## config.mk

```make
export PLATFORM = sky130hd
export DESIGN_NAME = itb_top
export DESIGN_NICKNAME = d
export VERILOG_FILES = /design/src/rtl/itb_pkg.sv /design/src/rtl/itb_wq_if.sv /design/src/rtl/itb_top.sv /design/src/rtl/itb_us_tick.sv /design/src/rtl/itb_write_queue.sv
export SDC_FILE = /design/constraint.sdc
export NUM_CORES = 2
export LEC_CHECK = 0
export ABC_CLOCK_PERIOD_IN_PS = 56300
export CORE_MARGIN = 8
export CORE_UTILIZATION = 40
export DETAILED_ROUTE_END_ITERATION = 6
export DONT_BUFFER_PORTS = 1
export PLACE_DENSITY_LB_ADDON = 0.3
export SLEW_MARGIN = 25
export SYNTH_ARGS = -nofsm -noshare
export SYNTH_HDL_FRONTEND = slang
export SYNTH_SLANG_ARGS = --single-unit
```

## constraint.sdc

```tcl
create_clock -name CLK -period 56.3 [get_ports CLK]
set_input_delay 5.63 -clock CLK [delete_from_list [all_inputs] [get_ports CLK]]
set_output_delay 5.63 -clock CLK [all_outputs]
set_load 0.01 [all_outputs]
```

## src/rtl/itb_pkg.sv

```systemverilog
package itb_pkg;
  localparam int IPR_AW = 32;
  localparam int IPR_DW = 32;
  localparam int RSP_W = 64;
  localparam int WQ_DEPTH = 8;
  // Register offsets
  localparam logic [IPR_AW-1:0] ADR_CTRL = 32'h00000018;
  localparam logic [IPR_AW-1:0] ADR_RELOAD = 32'h00000019;
  localparam logic [IPR_AW-1:0] ADR_COUNT = 32'h0000001a;
  // Address block owned by this unit
  localparam logic [IPR_AW-1:0] BLK_LO = 32'h00000018;
  localparam logic [IPR_AW-1:0] BLK_HI = 32'h000000b0;
  // Control/status fields
  localparam int BIT_MISSED = 31;
  localparam int BIT_PEND = 7;
  localparam int BIT_IE = 6;
  localparam int BIT_SGL = 5;
  localparam int BIT_XFR = 4;
  localparam int BIT_RUN = 0;
  // Reset values
  localparam logic [IPR_DW-1:0] RST_COUNT = 32'h00000000;
  localparam logic [IPR_DW-1:0] RST_RELOAD = 32'h00000000;
  // Timing
  localparam int CLK_PERIOD_NS = 8;
  localparam int TICK_NS = 1000;
  localparam int TICK_CYCLES = TICK_NS / CLK_PERIOD_NS;
  typedef enum logic [2:0]
  {
    ITB_RD_IDLE = 3'b001,
    ITB_RD_DRAIN = 3'b010,
    ITB_RD_ANSWER = 3'b100
  } itb_rd_state_e;
endpackage : itb_pkg

```

## src/rtl/itb_wq_if.sv

```systemverilog
`timescale 1ns/1ns
interface itb_wq_if #(parameter int AW = 32, parameter int DW = 32);
  logic push_valid;
  logic push_ipr;
  logic [AW-1:0] push_addr;
  logic [DW-1:0] push_data;
  logic full_next;
  logic head_valid;
  logic head_ipr;
  logic head_ext;
  logic [AW-1:0] head_addr;
  logic [DW-1:0] head_data;
  logic pop;
  logic mark_all;
  logic any_conflict;
  modport owner
  (
    output push_valid, push_ipr, push_addr, push_data, pop, mark_all,
    input full_next, head_valid, head_ipr, head_ext, head_addr, head_data, any_conflict
  );
  modport queue
  (
    input push_valid, push_ipr, push_addr, push_data, pop, mark_all,
    output full_next, head_valid, head_ipr, head_ext, head_addr, head_data, any_conflict
  );
endinterface : itb_wq_if

```

## src/rtl/itb_top.sv

```systemverilog
// Operation
// - Register reads and writes complete only after the write queue ahead of them drains.
// - A register read marks every valid queued write as conflicting before being served.
// - A register write joins the write queue behind all earlier writes.
// - A read of this unit's registers returns one quadword, not four.
// - Reading write-only or unimplemented registers returns unspecified data.
// - Writes to unimplemented registers inside the block are dropped silently.
// - Writes outside the block are dropped; reads there return unspecified data.
// - Control/status at 18, write-only reload at 19, read-only count at 1A.
// - Overflow while pending flag set raises missed flag, bit 31, write-one clear.
// - Every overflow sets pending flag, bit 7, write-one clear; posts interrupt if enabled.
// - Reset clears interrupt enable and run.
// - Interrupt enable, bit 6; enabling while pending raises interrupt at once.
// - Single-step bit 5 adds one per write when run clear and transfer not written.
// - Transfer bit 4 copies reload into count once per write; reads zero.
// - With run bit 0 set the count advances once per microsecond.
// - Reload value is kept after loading and reset clears it.
// - On carry-out the count reloads and keeps counting; reset clears the count.
`timescale 1ns/1ns
module itb_top #(parameter int WQ_DEPTH_P = itb_pkg::WQ_DEPTH, parameter int TICK_P = itb_pkg::TICK_CYCLES)
(
  input wire logic CLK,
  input wire logic RST,
  input wire logic CMD_VALID,
  output logic CMD_READY,
  input wire logic CMD_IPR,
  input wire logic CMD_WRITE,
  input wire logic [itb_pkg::IPR_AW-1:0] CMD_ADDR,
  input wire logic [itb_pkg::IPR_DW-1:0] CMD_WDATA,
  output logic RSP_VALID,
  output logic [itb_pkg::RSP_W-1:0] RSP_DATA,
  output logic WQ_OUT_VALID,
  input wire logic WQ_OUT_READY,
  output logic [itb_pkg::IPR_AW-1:0] WQ_OUT_ADDR,
  output logic [itb_pkg::IPR_DW-1:0] WQ_OUT_DATA,
  output logic TIMER_IRQ
);
  import itb_pkg::*;

  itb_wq_if #(.AW(IPR_AW), .DW(IPR_DW)) wq ();

  itb_write_queue #(.DEPTH(WQ_DEPTH_P), .AW(IPR_AW), .DW(IPR_DW)) u_queue
  (
    .clk(CLK),
    .rst(RST),
    .wq(wq)
  );

  logic tick;

  itb_us_tick #(.CYCLES(TICK_P)) u_tick
  (
    .clk(CLK),
    .rst(RST),
    .tick(tick)
  );

  itb_rd_state_e state_reg, state_next;
  logic ready_reg;
  logic rsp_valid_reg;
  logic [RSP_W-1:0] rsp_data_reg;
  logic [IPR_AW-1:0] rd_addr_reg;
  logic [IPR_DW-1:0] count_reg, count_next;
  logic [IPR_DW-1:0] reload_reg, reload_next;
  logic missed_reg, missed_next;
  logic pend_reg, pend_next;
  logic ie_reg, ie_next;
  logic run_reg, run_next;
  logic irq_reg;

  // Command intake
  wire take = CMD_VALID & ready_reg;
  wire take_wr = take & CMD_WRITE;
  wire take_rd = take & ~CMD_WRITE;
  assign wq.push_valid = take_wr;
  assign wq.push_ipr = CMD_IPR;
  assign wq.push_addr = CMD_ADDR;
  assign wq.push_data = CMD_WDATA;
  assign wq.mark_all = take_rd;

  // Queue head: external writes leave by the port, register writes are applied here
  wire apply_wr = wq.head_valid & wq.head_ipr;
  assign wq.pop = apply_wr | (wq.head_ext & WQ_OUT_READY);
  wire [IPR_DW-1:0] wd = wq.head_data;
  wire ctrl_wr = apply_wr & (wq.head_addr == ADR_CTRL);
  wire reload_wr = apply_wr & (wq.head_addr == ADR_RELOAD);
  // Count is read-only and any other address is ignored on write
  wire dropped_wr = apply_wr & ~ctrl_wr & ~reload_wr;

  // Timer events
  wire reload_transfer_pulse = ctrl_wr & wd[BIT_XFR];
  wire single_step_pulse = ctrl_wr & wd[BIT_SGL] & ~wd[BIT_XFR] & ~run_reg;
  wire inc = ~reload_transfer_pulse & (single_step_pulse | (run_reg & tick));
  wire at_top = (count_reg == '1);
  wire ovf = inc & at_top;
  wire clr_pend = ctrl_wr & wd[BIT_PEND];
  wire clr_missed = ctrl_wr & wd[BIT_MISSED];

  always_comb
  begin
    count_next = count_reg;
    if (reload_transfer_pulse || ovf)
    begin
      count_next = reload_reg;
    end
    else if (inc)
    begin
      count_next = count_reg + 32'h00000001;
    end
  end

  // The reload register is only ever changed by its own write
  assign reload_next = reload_wr ? wd : reload_reg;
  // Hardware set wins over a write-one clear in the same cycle
  assign pend_next = ovf | (pend_reg & ~clr_pend);
  assign missed_next = (ovf & pend_reg) | (missed_reg & ~clr_missed);
  assign ie_next = ctrl_wr ? wd[BIT_IE] : ie_reg;
  assign run_next = ctrl_wr ? wd[BIT_RUN] : run_reg;

  // Read answer; reserved and pulse bits read zero
  wire [IPR_DW-1:0] ctrl_view = {missed_reg, 23'h000000, pend_reg, ie_reg, 5'h00, run_reg};
  wire rd_ctrl = (rd_addr_reg == ADR_CTRL);
  wire rd_count = (rd_addr_reg == ADR_COUNT);
  // Reload, unimplemented and foreign addresses all answer zero
  wire [IPR_DW-1:0] rd_word = rd_ctrl ? ctrl_view : (rd_count ? count_reg : '0);
  wire drain_done = (state_reg == ITB_RD_DRAIN) & ~wq.any_conflict;

  always_comb
  begin
    unique case (state_reg)
      ITB_RD_IDLE:
        state_next = take_rd ? ITB_RD_DRAIN : ITB_RD_IDLE;
      ITB_RD_DRAIN:
        state_next = drain_done ? ITB_RD_ANSWER : ITB_RD_DRAIN;
      ITB_RD_ANSWER:
        state_next = ITB_RD_IDLE;
      default:
        state_next = ITB_RD_IDLE;
    endcase
  end

  always_ff @(posedge CLK or posedge RST)
  begin
    if (RST)
    begin
      state_reg <= ITB_RD_IDLE;
      ready_reg <= 1'b0;
      rsp_valid_reg <= 1'b0;
      rsp_data_reg <= '0;
      rd_addr_reg <= '0;
    end
    else
    begin
      state_reg <= state_next;
      ready_reg <= (state_next == ITB_RD_IDLE) & ~wq.full_next;
      rsp_valid_reg <= drain_done;
      rsp_data_reg <= drain_done ? {32'h00000000, rd_word} : '0;
      rd_addr_reg <= take_rd ? CMD_ADDR : rd_addr_reg;
    end
  end

  always_ff @(posedge CLK or posedge RST)
  begin
    if (RST)
    begin
      count_reg <= RST_COUNT;
      reload_reg <= RST_RELOAD;
      missed_reg <= 1'b0;
      pend_reg <= 1'b0;
      ie_reg <= 1'b0;
      run_reg <= 1'b0;
      irq_reg <= 1'b0;
    end
    else
    begin
      count_reg <= count_next;
      reload_reg <= reload_next;
      missed_reg <= missed_next;
      pend_reg <= pend_next;
      ie_reg <= ie_next;
      run_reg <= run_next;
      irq_reg <= pend_next & ie_next;
    end
  end

  assign CMD_READY = ready_reg;
  assign RSP_VALID = rsp_valid_reg;
  assign RSP_DATA = rsp_data_reg;
  assign WQ_OUT_VALID = wq.head_ext;
  assign WQ_OUT_ADDR = wq.head_addr;
  assign WQ_OUT_DATA = wq.head_data;
  assign TIMER_IRQ = irq_reg;
endmodule : itb_top

```

## src/rtl/itb_us_tick.sv

```systemverilog
`timescale 1ns/1ns
module itb_us_tick #(parameter int CYCLES = 125)
(
  input wire logic clk,
  input wire logic rst,
  output logic tick
);
  localparam int CW = $clog2(CYCLES);
  logic [CW-1:0] div_reg;
  wire wrap = (div_reg == CW'(CYCLES - 1));
  always_ff @(posedge clk or posedge rst)
  begin
    if (rst)
    begin
      div_reg <= '0;
      tick <= 1'b0;
    end
    else
    begin
      div_reg <= wrap ? '0 : div_reg + CW'(1);
      tick <= wrap;
    end
  end
endmodule : itb_us_tick

```

## src/rtl/itb_write_queue.sv

```systemverilog
`timescale 1ns/1ns
// Shift queue: the head always sits in slot 0, so its outputs are plain flops
module itb_write_queue #(parameter int DEPTH = 8, parameter int AW = 32, parameter int DW = 32)
(
  input wire logic clk,
  input wire logic rst,
  itb_wq_if.queue wq
);
  import itb_pkg::*;
  localparam int CW = $clog2(DEPTH + 1);
  logic [DEPTH-1:0] valid_reg, ipr_reg, ext_reg, conf_reg;
  logic [DEPTH-1:0] valid_next, ipr_next, ext_next, conf_next;
  logic [AW-1:0] addr_reg [DEPTH];
  logic [AW-1:0] addr_next [DEPTH];
  logic [DW-1:0] data_reg [DEPTH];
  logic [DW-1:0] data_next [DEPTH];
  logic [CW-1:0] count_reg, count_next, slot;
  wire do_pop = wq.pop & valid_reg[0];
  always_comb
  begin
    slot = count_reg - CW'(do_pop);
    for (int i = 0; i < DEPTH; i++)
    begin
      if (do_pop && i < DEPTH - 1)
      begin
        valid_next[i] = valid_reg[i+1];
        ipr_next[i] = ipr_reg[i+1];
        ext_next[i] = ext_reg[i+1];
        conf_next[i] = conf_reg[i+1];
        addr_next[i] = addr_reg[i+1];
        data_next[i] = data_reg[i+1];
      end
      else
      begin
        valid_next[i] = do_pop ? 1'b0 : valid_reg[i];
        ipr_next[i] = do_pop ? 1'b0 : ipr_reg[i];
        ext_next[i] = do_pop ? 1'b0 : ext_reg[i];
        conf_next[i] = do_pop ? 1'b0 : conf_reg[i];
        addr_next[i] = addr_reg[i];
        data_next[i] = data_reg[i];
      end
      // Every entry already queued is marked ahead of the read
      conf_next[i] = conf_next[i] | (wq.mark_all & valid_next[i]);
      if (wq.push_valid && slot == CW'(i))
      begin
        valid_next[i] = 1'b1;
        ipr_next[i] = wq.push_ipr;
        ext_next[i] = ~wq.push_ipr;
        conf_next[i] = 1'b0;
        addr_next[i] = wq.push_addr;
        data_next[i] = wq.push_data;
      end
    end
    count_next = slot + CW'(wq.push_valid);
  end
  always_ff @(posedge clk or posedge rst)
  begin
    if (rst)
    begin
      valid_reg <= '0;
      ipr_reg <= '0;
      ext_reg <= '0;
      conf_reg <= '0;
      count_reg <= '0;
      addr_reg <= '{default: '0};
      data_reg <= '{default: '0};
    end
    else
    begin
      valid_reg <= valid_next;
      ipr_reg <= ipr_next;
      ext_reg <= ext_next;
      conf_reg <= conf_next;
      count_reg <= count_next;
      addr_reg <= addr_next;
      data_reg <= data_next;
    end
  end
  assign wq.full_next = (count_next == CW'(DEPTH));
  assign wq.head_valid = valid_reg[0];
  assign wq.head_ipr = ipr_reg[0];
  assign wq.head_ext = ext_reg[0];
  assign wq.head_addr = addr_reg[0];
  assign wq.head_data = data_reg[0];
  assign wq.any_conflict = |conf_reg;
endmodule : itb_write_queue

```

==> impl_metrics.ini <==
[clock_network]
cts_resized = 0
cts-buffers-inserted = 75
cts_setup_buffers = 0
cts_tree = yes
root_buffer = clkbuf_16
clk_pin_slew_worst_paths_ns = 0.06
cts_hold_buffers = 0
clk_latency_ns = 0.62
htree_levels = 3
clock_path_buffers = 3
cts.sinks = 693

[floorplanning]
rows = 103
core-area_sq_um = 78400
die_w_um = 296
io_pins = 202
die-area_sq_um = 87900
start_util_pct = 40.1
dieHeight_um = 296

[logic_synthesis]
synth-simple-area-share_pct = 17.2
synth-seq-cells = 693
synth_fa_ha_area_share_pct = 0.278
async_flop_share_pct = 100
synth_edf_count = 0
syn_avg_cell_area_sq_um = 9.45
synth.area.mux_share_pct = 10.4
synth_top_family_by_area = simple AND/OR/NAND/NOR gates
ys_types = 59
synth_xor_area_share_pct = 0.251
synth_cells = 3330
ys_seq_area_share_pct = 55.1
synth_compound_area_share_pct = 10.7
synthesis.area_sq_um = 31500
synth_warnings = 0
synth_ff_type = dfrtp_1

[route]
finalWirelength_mm = 79.5
final_antenna_net_count = 0
drc = 0
first_iter_violations = 2055
drt-vias-per-instance = 5.28
vias = 22126
first_pass_iters = 6
routedWlPerCell_um = 19.0

[global_routing]
grt_max_degree = 192
antenna_found_initial = 4
grtUsageTotal_pct = 17.9
grt_pass1_wl_mm = 127
grt_overflow = 0
grt_pass1_vias = 21640

[sta]
period_needed_ns = 9.79
holdWs_ns = 0.469
maxSlewHeadroom_pct = 31.2
fin_setup_tns_ns = 0
rsz0062_at_grt = no
maxSlewViolCount = 0
setup_viol = 0
hold_viol = 0
period_share_pct = 17.4
worst_pin_slew_ns = 1.03
fmax_ghz = 0.102
finClkSkew_ns = 0.0325

[worst_setup_path]
start_kind = input pin
reg2reg_from = u_queue.ipr_reg[0]
crit_path_max_fanout = 135
reg2reg_depth = 12
cp.arrival_ns = 10.29
cpPeakStageDelay_ns = 0.85
crit_type = in -> reg
path_cells = a21oi_1 -> nand2b_4 -> inv_8 -> ha_1 -> nor3b_1 -> xnor2_1 -> nand3_1 -> nor3_4 -> buf_4 -> buf_4 -> nand2_1 -> o21a_1
critical_path.top_delay_family = buffers and inverters
path_buf_inv = 3
cp.required_ns = 56.80
end_kind = register
crit_top_cell = buf_4
crit_path_top_delay_cell = inv_8
crit_path_start = WQ_OUT_READY
crit_cells = 12

[pwr]
intPower_mw = 1.12
clockPowerShare_pct = 29.2
p_leak_nw = 15.3
p_sw_share_pct = 32.3
power_density_nw_per_um2 = 49.0
comb_power_share_pct = 21.7
sequentialPowerShare_pct = 49.1
ir_drop_v = 0.0000212
power_switching_mw = 0.537

[final_layout]
area.growth.synth_to_final_pct = 7.83
final_common_cell = nand2_1
layout-drive-gt1-share_pct = 8.23
most-common-layout-cells = nand2_1, dfrtp_1, nor2_1, a31oi_1, mux2i_1
layout.nets = 3160
fin_util_pct = 43.3

[outcome]
status = complete, no violations

[min_path]
worstHoldPathCells = 2
hold_path_class = reg -> reg
hp-start = rd_addr_reg[3]

[run]
max-cap-violations = 0

[placement]
dp_hpwl_mm = 49.2
place_congestion = 0.808
io_buffers = 0
==> per-stage QoR <==
stage / std cells / area (sq um) / setup WS, ns / power, mW
3_3_place_gp: 4054 / 31400 / 45.70 / 1.17
2_1_floorplan: 3361 / 31600 / 31.24 / 1.11
6_report: 4188 / 33900 / 46.51 / 1.66
5_1_grt: 4186 / 33900 / 46.02 / 1.77
3_5_place_dp: 4054 / 31400 / 45.58 / 1.19
4_1_cts: 4184 / 33800 / 46.26 / 1.68
==> kinds of logic after synthesis <==
family	after synthesis
other	1
AND/OR/NAND/NOR	1336
AO/OA/AOI/OAI	569
flip-flops	693
XOR/XNOR	9
multiplexers	315
adder cells (fa/ha/maj)	7
buffers and inverters	400
==> power by group through the flow <==
stage	clock [mW]	sequential (mW)	combinational, mW
after floorplan	0	0.760	0.345
after global placement	0	0.820	0.350
after detailed placement	0	0.823	0.363
after CTS	0.499	0.816	0.363
after global routing	0.518	0.837	0.412
final	0.485	0.816	0.360
==> synthesized netlist by cell type (all sizes together), types with 4 or more instances <==
cell type | n | area [sq um]
nand2 | 905 | 3400
ha | 7 | 87.6
nor2 | 288 | 1080
nor3 | 16 | 80.1
nand4 | 9 | 71.3
a22oi | 5 | 37.5
dfrtp | 692 | 17300
nand3 | 27 | 135
a21oi | 33 | 165
a31oi | 261 | 1630
a21o | 8 | 60.1
o22ai | 10 | 62.6
a211oi | 4 | 30.0
nor4 | 19 | 138
buf | 117 | 817
o21a | 4 | 30.0
mux2i | 217 | 2170
inv | 17 | 63.8
nor4b | 5 | 50.0
o21ai | 211 | 1060
xor2 | 5 | 43.8
xnor2 | 4 | 35.0
nor3b | 4 | 30.0
and2 | 27 | 169
mux2 | 98 | 1100
o211ai | 4 | 30.0
a2bb2oi | 20 | 175
or3 | 4 | 25.0
and3 | 12 | 80.1
clkbuf | 266 | 998
==> layout make-up <==
cell class | instances | area, sq um
fill | 7467 | 44400
clock buffer | 116 | 2210
sequential | 693 | 17300
timing repair buffer | 28 | 308
clock inverter | 14 | 190
antenna | 2 | 5.00
inverter | 17 | 78.8
tap | 1050 | 1310
multi-input combinational | 2268 | 12500
==> final timing paths <==
kind | endpoint | slack, ns
setup / recovery | u_queue.ext_reg[3] | 46.51
hold / removal | rd_addr_reg[3] | 0.47
setup reg to reg | u_queue.ext_reg[3] | 50.95
hold reg to reg | rd_addr_reg[3] | 0.47
max in group asynchronous | u_queue.data_reg[207] | 48.35
min in group asynchronous | u_queue.wq.head_addr[21] | 5.01
==> per-layer routing <==
| metal | wire length, um | global-route usage (%) |
|---|---|---|
| met4 | 2110 | 5.89 |
| met1 | 36100 | 24.5 |
| met5 | 27 | 0 |
| met2 | 36200 | 28.1 |
| met3 | 5080 | 4.01 |
==> worst register-to-register path: stages, from the launching register on <==
cell      delay (ns)
dfrtp_1         0.54
a21oi_1         0.10
nand2b_4        0.46
inv_8           0.89
ha_1            0.37
nor3b_1         0.24
xnor2_1         0.22
nand3_1         0.33
nor3_4          0.57
buf_4           0.40
buf_4           0.78
nand2_1         0.20
o21a_1          0.15
Power figures use the tool's default switching activity.
